`config.mk`:
```
export PLATFORM = sky130hd
export DESIGN_NAME = lpc_bank
export DESIGN_NICKNAME = d
export VERILOG_FILES = /design/src/design/lpc_bank.v /design/src/design/lpc_pwm_gen.v /design/src/design/lpc_min_track.v
export VERILOG_INCLUDE_DIRS = /design/src /design/src/design
export SDC_FILE = /design/constraint.sdc
export NUM_CORES = 1
export LEC_CHECK = 0
export BUFFER_PORTS_ARGS = -buffer_cell sky130_fd_sc_hd__buf_2
export CAP_MARGIN = 20
export CELL_PAD_IN_SITES_DETAIL_PLACEMENT = 1
export CELL_PAD_IN_SITES_GLOBAL_PLACEMENT = 1
export CORE_ASPECT_RATIO = 1.1
export CORE_UTILIZATION = 38
export CTS_BUF_LIST = sky130_fd_sc_hd__clkbuf_4 sky130_fd_sc_hd__clkbuf_8
export CTS_CLUSTER_DIAMETER = 80
export DETAILED_ROUTE_END_ITERATION = 12
export PLACE_DENSITY = 0.76
export SLEW_MARGIN = 20
export SYNTH_ARGS = -nofsm -noshare
export SYNTH_HDL_FRONTEND = slang
export SYNTH_SLANG_ARGS = --single-unit
```
`constraint.sdc`:
```
create_clock -name clock_i -period 2.5 [get_ports clock_i]
set_input_delay 0.75 -clock clock_i [delete_from_list [all_inputs] [get_ports clock_i]]
set_output_delay 0.75 -clock clock_i [all_outputs]
set_load 0.02 [all_outputs]
```
`src/design/lpc_regs.vh`:
```
// Register offsets, field positions, reset values and timing counts of the PWM and current report bank.
`ifndef LPC_REGS_VH
`define LPC_REGS_VH
`define LPC_ADDR_PWM_CFG 4'h9
`define LPC_ADDR_MIN_CUR 4'he
`define LPC_ADDR_ACT_CUR 4'hf
`define LPC_PWM_CFG_RESET 8'h00
`define LPC_MIN_CUR_RESET 8'h00
`define LPC_ACT_CUR_RESET 8'h00
`define LPC_DUTY_LSB 0
`define LPC_DUTY_MSB 1
`define LPC_FREQ_FORCE_BIT 2
`define LPC_MODE_OFF 2'b00
`define LPC_MODE_INDICATOR 2'b01
`define LPC_MODE_ASSIST 2'b10
`define LPC_MODE_FLASH 2'b11
`define LPC_FIXFREQ_THRESH 8'h40
`define LPC_CLK_HZ 25000000
`define LPC_PWM_HZ 31250
`define LPC_PWM_SLOTS 16
// Cycles per PWM slot: 25 MHz / (31.25 kHz * 16) = 50.
`define LPC_SLOT_CYCLES (`LPC_CLK_HZ / (`LPC_PWM_HZ * `LPC_PWM_SLOTS))
`endif

```
`src/design/lpc_bank.v`:
```
// Register bank for indicator PWM, converter frequency mode and current reports.
// Contract
// - PWM duty is one to four sixteenths.
// - Duty applies only in indicator mode.
// - Force bit clear allows pulse-skipping everywhere.
// - Force set, high current, assist or flash mode: fixed frequency.
// - Indicator mode always uses pulse-skipping.
// - Read-only minimum current report, resets zero.
// - Minimum includes undervoltage, excludes mask.
// - Minimum written on undervoltage reduction; a cycle start without one clears it to zero.
// - Read-only applied current report, resets zero.
// - Applied report follows reductions and ramps.
// - Self-clearing status bits clear after read.
`timescale 1ns/1ns
`include "lpc_regs.vh"
module lpc_bank #(
  parameter SLOT_CYCLES = `LPC_SLOT_CYCLES
) (
  input wire clock_i,             // System clock, 25 MHz.
  input wire reset_n_i,           // Synchronous reset, active low.
  input wire [3:0] addr_i,        // Register address.
  input wire wr_i,                // Write strobe.
  input wire rd_i,                // Read strobe.
  input wire [7:0] wdata_i,       // Write data.
  input wire [1:0] mode_i,        // Light mode selector.
  input wire [7:0] set_current_i, // Programmed sink current.
  input wire [7:0] applied_i,     // Current now applied by the sink.
  input wire uv_reduce_i,         // Undervoltage reduction active.
  input wire [7:0] uv_current_i,  // Current after undervoltage reduction.
  input wire cycle_active_i,      // Operation cycle in progress.
  input wire uv_event_i,          // Undervoltage fault event pulse.
  output reg [7:0] rdata_o,       // Read data.
  output reg pwm_o,               // Indicator PWM enable.
  output reg pulse_skip_o,        // Converter may pulse-skip.
  output reg fixed_high_o,        // Fixed-frequency at high rate.
  output reg uv_flag_o            // Undervoltage flag, read-self-clear.
);
  // Stored registers and their next values.
  reg [7:0] cfg_r;
  reg [7:0] cfg_nxt;
  reg [7:0] act_r;
  reg [7:0] act_nxt;

  // Next values of the registered outputs.
  reg [7:0] rdata_nxt;
  reg pwm_nxt;
  reg skip_nxt;
  reg high_nxt;
  reg flag_nxt;

  // Results of the two sub-blocks.
  wire pwm_raw;
  wire [7:0] min_cur;

  // Decoded controls of the bank.
  wire indicator;
  wire force_fix;
  wire fix_now;
  wire cfg_wr;
  wire flag_clr;

  // Reset values of the registered outputs.
  localparam [7:0] RDATA_RESET = 8'h00;
  localparam PWM_RESET = 1'b0;
  localparam SKIP_RESET = 1'b1;
  localparam HIGH_RESET = 1'b0;
  localparam FLAG_RESET = 1'b0;

  // True when the address selects the given register.
  function addr_hit;
    input [3:0] addr;
    input [3:0] target;
    begin
      addr_hit = (addr == target);
    end
  endfunction

  // True in the indicator or low-current light mode.
  function mode_is_indicator;
    input [1:0] mode;
    begin
      mode_is_indicator = (mode == `LPC_MODE_INDICATOR);
    end
  endfunction

  // True in the assist or flash light mode.
  function mode_is_high;
    input [1:0] mode;
    begin
      mode_is_high = (mode == `LPC_MODE_ASSIST) || (mode == `LPC_MODE_FLASH);
    end
  endfunction

  // True in flash mode, which runs the fast fixed rate.
  function mode_is_flash;
    input [1:0] mode;
    begin
      mode_is_flash = (mode == `LPC_MODE_FLASH);
    end
  endfunction

  // True when pulse-skipping must give way to a fixed frequency.
  // Indicator mode keeps pulse-skipping whatever the force bit holds.
  function fixed_wanted;
    input force_bit;
    input [1:0] mode;
    input [7:0] current;
    begin
      fixed_wanted = 1'b0;
      if (force_bit) begin
        if (!mode_is_indicator(mode)) begin
          if (mode_is_high(mode)) begin
            if (current >= `LPC_FIXFREQ_THRESH) begin
              fixed_wanted = 1'b1;
            end
          end
        end
      end
    end
  endfunction

  // Stored image of a configuration write; undefined bits stay zero.
  function [7:0] cfg_image;
    input [7:0] data;
    begin
      cfg_image = {5'h00, data[`LPC_FREQ_FORCE_BIT:`LPC_DUTY_LSB]};
    end
  endfunction

  // Read data of one register; unmapped addresses read as zero.
  // The three addresses never overlap, so the order of the tests is free.
  function [7:0] read_mux;
    input [3:0] addr;
    input [7:0] cfg;
    input [7:0] min_val;
    input [7:0] act;
    begin
      read_mux = 8'h00;
      if (addr_hit(addr, `LPC_ADDR_PWM_CFG)) begin
        read_mux = cfg;
      end
      if (addr_hit(addr, `LPC_ADDR_MIN_CUR)) begin
        read_mux = min_val;
      end
      if (addr_hit(addr, `LPC_ADDR_ACT_CUR)) begin
        read_mux = act;
      end
    end
  endfunction

  // Control decode shared by the processes below.
  assign indicator = mode_is_indicator(mode_i);
  assign force_fix = cfg_r[`LPC_FREQ_FORCE_BIT];
  assign fix_now = fixed_wanted(force_fix, mode_i, set_current_i);
  assign cfg_wr = wr_i && addr_hit(addr_i, `LPC_ADDR_PWM_CFG);
  assign flag_clr = rd_i && uv_flag_o;

  // PWM runs only in indicator mode.
  lpc_pwm_gen #(
    .SLOT_CYCLES(SLOT_CYCLES)
  ) u_pwm (
    .clock_i(clock_i),
    .reset_n_i(reset_n_i),
    .enable_i(indicator),
    .duty_i(cfg_r[`LPC_DUTY_MSB:`LPC_DUTY_LSB]),
    .pwm_o(pwm_raw)
  );

  lpc_min_track u_min (
    .clock_i(clock_i),
    .reset_n_i(reset_n_i),
    .active_i(cycle_active_i),
    .uv_reduce_i(uv_reduce_i),
    .uv_current_i(uv_current_i),
    .min_o(min_cur)
  );

  // The next-value logic follows, one process for each register.
  // Configuration register, written only at its own address.
  always @* begin
    cfg_nxt = cfg_r;
    if (cfg_wr) begin
      cfg_nxt = cfg_image(wdata_i);
    end
  end

  always @* begin
    act_nxt = applied_i;
  end

  // The PWM passes one more flip-flop so that the pin comes from a register.
  always @* begin
    pwm_nxt = pwm_raw;
  end

  always @* begin
    skip_nxt = 1'b1;
    if (fix_now) begin
      skip_nxt = 1'b0;
    end
  end

  // Outside the fixed mode the rate bit rests low.
  // flash fast, assist slow.
  always @* begin
    high_nxt = 1'b0;
    if (fix_now) begin
      high_nxt = mode_is_flash(mode_i);
    end
  end

  // The flag is the block's copy of the undervoltage fault bit.
  // set wins over read clear.
  always @* begin
    flag_nxt = uv_flag_o;
    if (uv_event_i) begin
      flag_nxt = 1'b1;
    end else if (flag_clr) begin
      flag_nxt = 1'b0;
    end
  end

  // Read data holds until the next read strobe.
  always @* begin
    rdata_nxt = rdata_o;
    if (rd_i) begin
      rdata_nxt = read_mux(addr_i, cfg_r, min_cur, act_r);
    end
  end

  // The registers follow; every output is taken straight from one of them.
  // Configuration register.
  always @(posedge clock_i) begin
    if (!reset_n_i) begin
      cfg_r <= `LPC_PWM_CFG_RESET;
    end else begin
      cfg_r <= cfg_nxt;
    end
  end

  // Applied current copy.
  always @(posedge clock_i) begin
    if (!reset_n_i) begin
      act_r <= `LPC_ACT_CUR_RESET;
    end else begin
      act_r <= act_nxt;
    end
  end

  // Read data.
  always @(posedge clock_i) begin
    if (!reset_n_i) begin
      rdata_o <= RDATA_RESET;
    end else begin
      rdata_o <= rdata_nxt;
    end
  end

  // Indicator PWM output.
  always @(posedge clock_i) begin
    if (!reset_n_i) begin
      pwm_o <= PWM_RESET;
    end else begin
      pwm_o <= pwm_nxt;
    end
  end

  // Pulse-skip permission.
  always @(posedge clock_i) begin
    if (!reset_n_i) begin
      pulse_skip_o <= SKIP_RESET;
    end else begin
      pulse_skip_o <= skip_nxt;
    end
  end

  // Fixed-frequency rate select.
  always @(posedge clock_i) begin
    if (!reset_n_i) begin
      fixed_high_o <= HIGH_RESET;
    end else begin
      fixed_high_o <= high_nxt;
    end
  end

  // Undervoltage flag.
  always @(posedge clock_i) begin
    if (!reset_n_i) begin
      uv_flag_o <= FLAG_RESET;
    end else begin
      uv_flag_o <= flag_nxt;
    end
  end
endmodule

```
`src/design/lpc_pwm_gen.v`:
```
// Indicator PWM generator with sixteen slots per period.
`timescale 1ns/1ns
`include "lpc_regs.vh"
module lpc_pwm_gen #(
  parameter SLOT_CYCLES = `LPC_SLOT_CYCLES
) (
  input wire clock_i,      // System clock.
  input wire reset_n_i,    // Synchronous reset, active low.
  input wire enable_i,     // Run the PWM.
  input wire [1:0] duty_i, // Duty code.
  output reg pwm_o         // PWM output.
);
  reg [7:0] div_r;
  reg [3:0] slot_r;
  wire slot_end = (div_r == SLOT_CYCLES[7:0] - 8'h01);

  always @(posedge clock_i) begin
    if (!reset_n_i) begin
      div_r <= 8'h00;
      slot_r <= 4'h0;
      pwm_o <= 1'b0;
    end else if (!enable_i) begin
      div_r <= 8'h00;
      slot_r <= 4'h0;
      pwm_o <= 1'b0;
    end else begin
      div_r <= slot_end ? 8'h00 : div_r + 8'h01;
      if (slot_end)
        slot_r <= slot_r + 4'h1;
      // high for code plus one slots.
      // duty of one to four sixteenths.
      pwm_o <= (slot_r <= {2'b00, duty_i});
    end
  end
endmodule

```
`src/design/lpc_min_track.v`:
```
// Tracker of the lowest undervoltage-reduced sink current of a cycle.
`timescale 1ns/1ns
`include "lpc_regs.vh"
module lpc_min_track (
  input wire clock_i,            // System clock.
  input wire reset_n_i,          // Synchronous reset, active low.
  input wire active_i,           // Operation cycle in progress.
  input wire uv_reduce_i,        // Undervoltage reduction is acting.
  input wire [7:0] uv_current_i, // Current after undervoltage reduction only.
  output reg [7:0] min_o         // Reported minimum.
);
  reg active_d_r;
  reg seen_r;

  always @(posedge clock_i) begin
    if (!reset_n_i) begin
      active_d_r <= 1'b0;
      seen_r <= 1'b0;
      min_o <= `LPC_MIN_CUR_RESET;
    end else begin
      active_d_r <= active_i;
      if (active_i && !active_d_r) begin
        // A new cycle restarts the minimum but keeps its own first sample.
        seen_r <= uv_reduce_i;
        min_o <= uv_reduce_i ? uv_current_i : `LPC_MIN_CUR_RESET;
      end else if (active_i && uv_reduce_i) begin
        // store only on a real reduction.
        // track undervoltage current, not mask current.
        seen_r <= 1'b1;
        if (!seen_r || uv_current_i < min_o)
          min_o <= uv_current_i;
      end
    end
  end
endmodule

```
==> flow_summary_export.csv, run 1 <==
group,metric,value,unit
run_status,status,"completed",
logic_synthesis,yosysMostFrequentCell,"dfxtp_1",
logic_synthesis,synth_compound_area_frac,0.130,
cells_and_area,syn2layout_area_growth,20.0,%
clock_network,cts-root-buf,"clkbuf_8",
logic_synthesis,ys_seq_area_frac,0.462,
logic_synthesis,synth-seq-cells,46,
logic_synthesis,ys.flop_type,"dfxtp_1",
cells_and_area,drive_gt1_frac,0.235,
clock_network,post_cts_buffers,0,
detailed_routing,drc,0,
clock_network,htreeDepth,2,
logic_synthesis,synthTopCellsByArea,"dfxtp_1 (46%), ha_1 (7.5%), nand2_1 (7.0%), mux2i_1 (4.5%), and2_1 (3.1%)",
cells_and_area,nNetsFinal,324,
logic_synthesis,synthXorXnorAreaFrac,0.0395,
flow_run,max_cap_viol_count,0,
clock_network,worstSkewPairLatency,0.30,ns
logic_synthesis,synth-edff-count,0,
detailed_routing,wl_per_cell,13.9,µm
logic_synthesis,syn_nets,274,
setup_path,end_kind,"flop",
placement,dp_cells,318,
logic_synthesis,synth-adder-area-share,0.0753,
setup_path,r2r_slack,0.71,ns
detailed_routing,top_layer_used,"met4",
clock_network,cts_hold_buf,0,
logic_synthesis,synthSimpleGateAreaFrac,0.207,
global_route,grt_max_degree,32,
timing,finalClockSkew,0.00522,ns
cells_and_area,fin_area,2390,µm²
placement,place_area,2300,µm²
global_route,antenna_found_initial,0,
timing,final-setup-viol-count,0,
worst_hold_path,min_path_type,"reg2reg",
setup_path,cp_max_fo,4,
detailed_routing,wl_met1,2180,µm
setup_path,critPathRequiredTime,2.74,ns
timing,period_minus_slack,1.93,ns
timing,finalSetupTns,0,ns
detailed_routing,routed_wl,4550,µm
setup_path,path_cells,"buf_2 > ha_1 > a21oi_1 > a21oi_1 > a211oi_4 > buf_4 > mux2i_1",
floorplanning,die-area,5540,µm²
logic_synthesis,yosysWarningCount,0,
detailed_routing,ant_nets,0,
logic_synthesis,yosys-top-cells-count,"dfxtp_1 (46), nand2_1 (37), inv_1 (16), nor2_1 (15), ha_1 (12)",
timing,rsz0062_at_grt,"false",
detailed_routing,dr.pass1.iters,6,
timing,hold_viol_final,0,
detailed_routing,dr_wl_met3,148,µm
floorplanning,fp.dieH,78.0,µm
floorplanning,start_util,0.396,
placement,dp_hpwl,3390,µm
clock_network,clock_path_buffers,2,
logic_synthesis,synth_cells,217,
setup_path,cp_common_cell,"a21oi_1",
floorplanning,rows,27,
logic_synthesis,synth_top_family_by_area,"simple AND/OR/NAND/NOR gates",
logic_synthesis,synthMuxAreaShare,0.0452,
cells_and_area,antenna_cells,0,
detailed_routing,drt_iter0_drc,58,
pwr,power.leakage,1.03,nW
logic_synthesis,synth_top_area_cell,"dfxtp_1",
global_route,grt_pass1_wl,7760,µm
setup_path,critical-path-max-stage-delay,0.33,ns
setup_path,critPathLaunchType,"primary input",
detailed_routing,via_count,1649,
setup_path,critPathArrivalTime,2.16,ns
timing,worst_slew_pin_slew,0.629,ns
timing,maxSlewHeadroom,0.579,
clock_network,cts_buffers,5,
setup_path,critPathKind,"in2reg",
cells_and_area,fill_cells,605,
clock_network,cts.reportedPaths.clkPinSlew,0.09,ns
timing,period_share,0.771,
setup_path,critPathSlowestCell,"a211oi_4",
placement,gp_congestion,0.775,
detailed_routing,viasPerCell,5.06,
floorplanning,die_w,71.1,µm
timing,maxSlewViolCount,0,
logic_synthesis,ys_async_sr_fraction,0,
timing,max_freq,519,MHz
logic_synthesis,yosysTopAreaCellShare,0.462,
floorplanning,ioPinCount,57,
setup_path,cp_num_buf_inv,2,
global_route,grt_overflow,0,
global_route,grtUsageTotal,0.180,
pwr,ir_drop,0.000306,V
global_route,grt_pass1_vias,1665,
logic_synthesis,synthDistinctLibCells,33,
logic_synthesis,syn_avg_cell_area,9.19,µm²
floorplanning,coreArea,5030,µm²
placement,io_buffer_count,45,
logic_synthesis,syn-cell-area,1990,µm²
pwr,p_per_area,586,nW/µm²
clock_network,cts_resized,0,
pwr,power,1.40,mW
clock_network,clkSinkCount,46,
cells_and_area,stdcell_count,326,
clock_network,cts_tree,"done",
setup_path,crit_family,"compound AO/OA/AOI/OAI gates",
detailed_routing,wl_met2,2160,µm
-- state kept, by name, indices dropped and copies added, names as in the netlist --
| name | flops |
|---|---|
| u_pwm.pwm_o | 1 |
| pulse_skip_o | 1 |
| uv_flag_o | 1 |
| u_min.min_o | 8 |
| pwm_o | 1 |
| u_min.seen_r | 1 |
| u_pwm.div_r | 8 |
| rdata_o | 8 |
| act_r | 8 |
| u_pwm.slot_r | 4 |
| cfg_r | 3 |
| u_min.active_d_r | 1 |
| fixed_high_o | 1 |
-- report_power, final --
| group | leakage, nW | internal, mW | switching [mW] |
|---|---|---|---|
| registers | 0.377 | 0.760 | 0.0156 |
| logic | 0.613 | 0.0691 | 0.0852 |
| clock network | 0.0447 | 0.202 | 0.270 |
-- placed cells by master, fill, tap and decap left out, drive strengths merged --
cell	instances
xor2	5
xnor2	4
a22oi	6
and4bb	1
a21boi	4
a41oi	3
nor2b	3
nand3b	1
clkinvlp	1
nor3	2
and2	10
ha	12
dfxtp	46
clkbuf	5
o2111ai	1
o21a	2
nor4b	1
o21ai	6
a21oi	6
buf	49
nor4	1
nand2	37
clkinv	1
nand3	9
or2	1
inv	17
and4	1
nand4	2
nand2b	1
mux2i	9
o211a	5
nor2	15
a211oi	1
-- metrics by stage --
step | worst slack (ns) | utilization | hold slack [ns]
6_report | 0.573 | 0.475 | 0.442
5_1_grt | 0.447 | 0.475 | 0.473
4_1_cts | 0.558 | 0.475 | 0.449
3_5_place_dp | 0.235 | 0.457 | 0.427
3_3_place_gp | 0.265 | 0.457 | 0.423
2_1_floorplan | 0.468 | - | 0.412
-- worst paths after layout --
path / startpoint / endpoint / depth (start not counted)
hold / removal: u_pwm.pwm_o / pwm_o / 1
setup / recovery: uv_current_i[6] / u_min.min_o[2] / 7
setup reg to reg: u_min.min_o[6] / u_min.min_o[2] / 7
hold reg to reg: u_pwm.pwm_o / pwm_o / 1
-- layout make-up --
class                   instances  area [µm²]  area share
clock inverters                 3        25.0      0.0105
repair buffers                 49         255       0.107
clock buffers                   5        68.8      0.0288
well taps                      58        72.6      0.0303
inverters                      16        60.1      0.0251
flip-flops and latches         46         921       0.385
multi-input cells             149         990       0.414
-- per-layer routing --
layer	GRT usage	up-vias
li1	-	836
met5	0	-
met1	0.231	775
met3	0.0455	5
met4	0.0540	0
met2	0.295	33
-- kinds of logic (layout without fill, tap and decap cells) --
logic type,after synthesis,count (layout)
XOR/XNOR,9,9
AND/OR/NAND/NOR,85,85
flip-flops,46,46
multiplexers,9,9
adder cells (fa/ha/maj),12,12
AO/OA/AOI/OAI,34,34
buffers and inverters,22,73
Note: power is estimated with default switching activity, not from simulation.
==> inputs of run 2 (changes only) <==
clock period = 1.96 ns   (was 2.5 ns; I/O delays follow)
==> flow_summary_export.csv, run 2 (synthesis gave the netlist of run 1 again) <==
group,metric,value,unit
run_status,status,"complete, but fails checks",
run_status,violations,"design-rule violations",
timing,finalClockSkew,0.00398,ns
clock_network,clkSinkCount,46,
pwr,switchingPower,0.451,mW
setup_path,critPathRequiredTime,2.18,ns
clock_network,cts-root-buf,"clkbuf_8",
pwr,swShare,0.238,
floorplanning,fp.dieH,78.0,µm
clock_network,cts_tree,"done",
detailed_routing,dr.pass1.iters,8,
setup_path,critPathKind,"in2reg",
worst_hold_path,min_path_type,"reg2reg",
pwr,seqPwrFrac,0.522,
timing,period_share,0.883,
global_route,grtUsageTotal,0.176,
clock_network,cts.reportedPaths.clkPinSlew,0.09,ns
cells_and_area,syn2layout_area_growth,22.1,%
pwr,p_per_area,778,nW/µm²
timing,finalWorstSetupSlack,0.229,ns
floorplanning,die_w,71.1,µm
floorplanning,ioPinCount,57,
setup_path,reg2reg_depth,7,
worst_hold_path,hold_depth,1,
clock_network,cts_buffers,5,
detailed_routing,routed_wl,4390,µm
pwr,power,1.89,mW
detailed_routing,drt_iter0_drc,56,
detailed_routing,drc,4,
setup_path,critPathLaunchType,"primary input",
global_route,grt_pass1_vias,1699,
timing,period_minus_slack,1.73,ns
detailed_routing,via_count,1631,
cells_and_area,nNetsFinal,327,
clock_network,htreeDepth,2,
floorplanning,start_util,0.396,
timing,maxSlewViolCount,0,
timing,max_freq,578,MHz
clock_network,clock_path_buffers,2,
clock_network,worstSkewPairLatency,0.29,ns
setup_path,critPathArrivalTime,1.95,ns
timing,rsz0062_at_grt,"false",
timing,hold_ws,0.454,ns
setup_path,r2r_slack,0.23,ns
pwr,internal_power,1.44,mW
placement,gp_congestion,0.764,
pwr,p_comb_frac,0.105,
setup_path,end_kind,"flop",
timing,maxSlewHeadroom,0.793,
global_route,grt_max_degree,25,
floorplanning,die-area,5540,µm²
cells_and_area,mostFrequentLayoutCell,"dfxtp_1",
floorplanning,rows,27,
clock_network,cts_hold_buf,0,
timing,hold_viol_final,0,
pwr,power.leakage,1.06,nW
cells_and_area,antenna_cells,0,
placement,place_area,2320,µm²
detailed_routing,viasPerCell,4.96,
timing,worst_slew_pin_slew,0.311,ns
cells_and_area,drive_gt1_frac,0.244,
placement,io_buffer_count,45,
timing,final-setup-viol-count,0,
flow_run,max_cap_viol_count,0,
cells_and_area,final_cell_mix,"dfxtp_1 (46), buf_2 (45), nand2_1 (37), inv_1 (16), nor2_1 (15)",
detailed_routing,wl_per_cell,13.3,µm
global_route,antenna_found_initial,0,
pwr,clkPwrFrac,0.372,
clock_network,post_cts_buffers,0,
cells_and_area,fin_area,2430,µm²
placement,dpl_worst_slack,-0.0887,ns
floorplanning,coreArea,5030,µm²
pwr,ir_drop,0.000331,V
detailed_routing,ant_nets,0,
setup_path,cp_max_fo,4,
placement,dp_hpwl,3430,µm
global_route,grt_pass1_wl,7590,µm
clock_network,cts_resized,0,
global_route,grt_overflow,0,
[run 2: cell types whose count changed in the layout (fill, tap and decap cells not counted)]
| cell | change |
|---|---|
| clkinv_2 | +1 |
| clkinvlp_4 | -1 |
| clkinv_4 | -1 |
| bufinv_16 | +1 |
| buf_4 | +3 |
[run 2: routing by layer]
metal	GRT usage	routed length, µm	part of all wire
met2	0.302	2130	0.49
met4	0.0600	56	0.013
met5	0	0	0
met1	0.215	2020	0.46
met3	0.0429	171	0.039
[run 2: final timing paths]
kind | endpoint | start
min | pwm_o | u_pwm.pwm_o
max reg2reg | u_min.min_o[2] | u_min.min_o[6]
max | u_min.min_o[2] | uv_current_i[6]
min reg2reg | pwm_o | u_pwm.pwm_o
[run 2: metrics by stage]
| stage | instances | util | setup TNS (ns) |
|---|---|---|---|
| after detailed placement | 321 | 0.461 | -0.393 |
| after CTS | 329 | 0.483 | 0 |
| final | 329 | 0.483 | 0 |
| after global placement | 321 | 0.461 | 0 |
| after floorplan | 217 | - | 0 |
| after global routing | 329 | 0.483 | 0 |
[run 2: power groups by stage]
stage	Sequential, mW	Combinational (mW)	Clock (mW)
final	0.989	0.200	0.705
after global routing	0.993	0.225	0.768
after detailed placement	1.01	0.202	0
after global placement	1.01	0.196	0
after floorplan	1.02	0.104	0
after CTS	0.989	0.204	0.732
[run 2: layout make-up]
cell class,count,area (µm²)
Clock inverter,3,43.8
Sequential cell,46,921
Inverter,16,60.1
Clock buffer,5,68.8
Fill cell,612,2600
Multi-Input combinational cell,149,990
Tap cell,58,72.6
Timing Repair Buffer,52,278
[run 2: worst max-delay path, cell delays in order]
cell and delay, ns:
buf_2 0.11, ha_1 0.32, a21oi_1 0.19, a21oi_1 0.13, a211oi_4 0.23, buf_4 0.18
mux2i_1 0.21
==> inputs of run 3 (changes only) <==
MAX_ROUTING_LAYER = met4   (was default)
==> flow_summary_export.csv, run 3 (synthesis gave the netlist of run 1 again) <==
group,metric,value,unit
setup_path,critPathArrivalTime,1.96,ns
pwr,p_comb_frac,0.106,
run_status,violations,"design-rule violations",
pwr,switchingPower,0.450,mW
flow_run,max_cap_viol_count,0,
floorplanning,die_w,71.1,µm
global_route,grt_max_degree,25,
pwr,internal_power,1.44,mW
pwr,ir_drop,0.000333,V
clock_network,worstSkewPairLatency,0.29,ns
floorplanning,coreArea,5030,µm²
cells_and_area,mostFrequentLayoutCell,"dfxtp_1",
pwr,power.leakage,1.06,nW
cells_and_area,antenna_cells,0,
setup_path,critPathLaunchType,"primary input",
clock_network,clock_path_buffers,2,
clock_network,clkSinkCount,46,
timing,max_freq,576,MHz
setup_path,cp_max_fo,4,
timing,finalClockSkew,0.00321,ns
detailed_routing,ant_nets,0,
detailed_routing,wl_per_cell,13.3,µm
pwr,p_per_area,777,nW/µm²
timing,worst_slew_pin_slew,0.307,ns
placement,gp_congestion,0.774,
global_route,grt_overflow,0,
clock_network,cts_tree,"done",
timing,period_share,0.885,
setup_path,end_kind,"flop",
timing,rsz0062_at_grt,"false",
pwr,swShare,0.238,
placement,io_buffer_count,45,
global_route,grt_pass1_vias,1705,
timing,hold_viol_final,0,
detailed_routing,dr.pass1.iters,8,
pwr,seqPwrFrac,0.523,
cells_and_area,syn2layout_area_growth,22.1,%
timing,maxSlewViolCount,0,
setup_path,r2r_slack,0.23,ns
cells_and_area,stdcell_count,329,
worst_hold_path,min_path_type,"reg2reg",
clock_network,htreeDepth,2,
floorplanning,die-area,5540,µm²
pwr,clkPwrFrac,0.372,
floorplanning,fp.dieH,78.0,µm
pwr,power,1.89,mW
setup_path,critPathKind,"in2reg",
cells_and_area,drive_gt1_frac,0.244,
global_route,grtUsageTotal,0.180,
floorplanning,rows,27,
detailed_routing,drt_iter0_drc,68,
detailed_routing,drc,4,
detailed_routing,viasPerCell,5.00,
clock_network,cts-root-buf,"clkbuf_8",
placement,dp_cells,321,
timing,period_minus_slack,1.74,ns
detailed_routing,via_count,1644,
floorplanning,ioPinCount,57,
setup_path,critPathRequiredTime,2.18,ns
clock_network,post_cts_buffers,0,
clock_network,cts_resized,0,
cells_and_area,multi_input_area,990,µm²
clock_network,cts.reportedPaths.clkPinSlew,0.09,ns
timing,maxSlewHeadroom,0.795,
floorplanning,start_util,0.396,
timing,finalSetupTns,0,ns
clock_network,cts_hold_buf,0,
clock_network,cts_buffers,5,
cells_and_area,nNetsFinal,327,
cells_and_area,seqCellArea,921,µm²
timing,final-setup-viol-count,0,
detailed_routing,routed_wl,4380,µm
cells_and_area,fill_cells,612,
global_route,grt_pass1_wl,7580,µm
timing,hold_ws,0.454,ns
cells_and_area,final_cell_mix,"dfxtp_1 (46), buf_2 (45), nand2_1 (37), inv_1 (16), nor2_1 (15)",
global_route,antenna_found_initial,0,
placement,dp_hpwl,3430,µm
run_status,status,"complete, but fails checks",
run 3: cell counts in the layout (fill, tap and decap cells not counted):
No cell type changed its count.
run 3: metal layers:
metal / track usage / share of wire
met4: 0.0660 / 0.016
met1: 0.214 / 0.45
met5: - / 0
met2: 0.302 / 0.49
met3: 0.0351 / 0.042
run 3: final cells by class:
cell class	instances	share of cell area
Clock buffer	5	0.0283
Sequential cell	46	0.378
Timing Repair Buffer	52	0.114
Tap cell	58	0.0298
Inverter	16	0.0247
Multi-Input combinational cell	149	0.407
Clock inverter	3	0.0180
run 3: stage by stage:
stage,setup slack (ns),util,area (µm²)
after detailed placement,-0.0887,0.461,2320
after floorplan,0.0898,-,1990
final,0.225,0.483,2430
after global placement,0.0135,0.461,2320
after CTS,0.217,0.483,2430
after global routing,0.147,0.483,2430
run 3: power groups by stage:
| stage | clock network (mW) | logic (mW) | registers, mW |
|---|---|---|---|
| floorplan | 0 | 0.104 | 1.02 |
| global placement | 0 | 0.196 | 1.01 |
| detailed placement | 0 | 0.202 | 1.01 |
| CTS | 0.732 | 0.204 | 0.989 |
| global route | 0.763 | 0.225 | 0.993 |
| finish | 0.703 | 0.200 | 0.988 |
run 3: worst paths after layout:
path / from / end / cells after the start
worst max-delay path: uv_current_i[6] / u_min.min_o[2] / 7
worst min-delay path: u_pwm.pwm_o / pwm_o / 1
worst max register to register: u_min.min_o[6] / u_min.min_o[2] / 7
worst min register to register: u_pwm.pwm_o / pwm_o / 1
run 3: worst max-delay path, cell delays in order:
cell      delay [ns]
buf_2           0.11
ha_1            0.32
a21oi_1         0.19
a21oi_1         0.13
a211oi_4        0.23
buf_4           0.18
mux2i_1         0.21
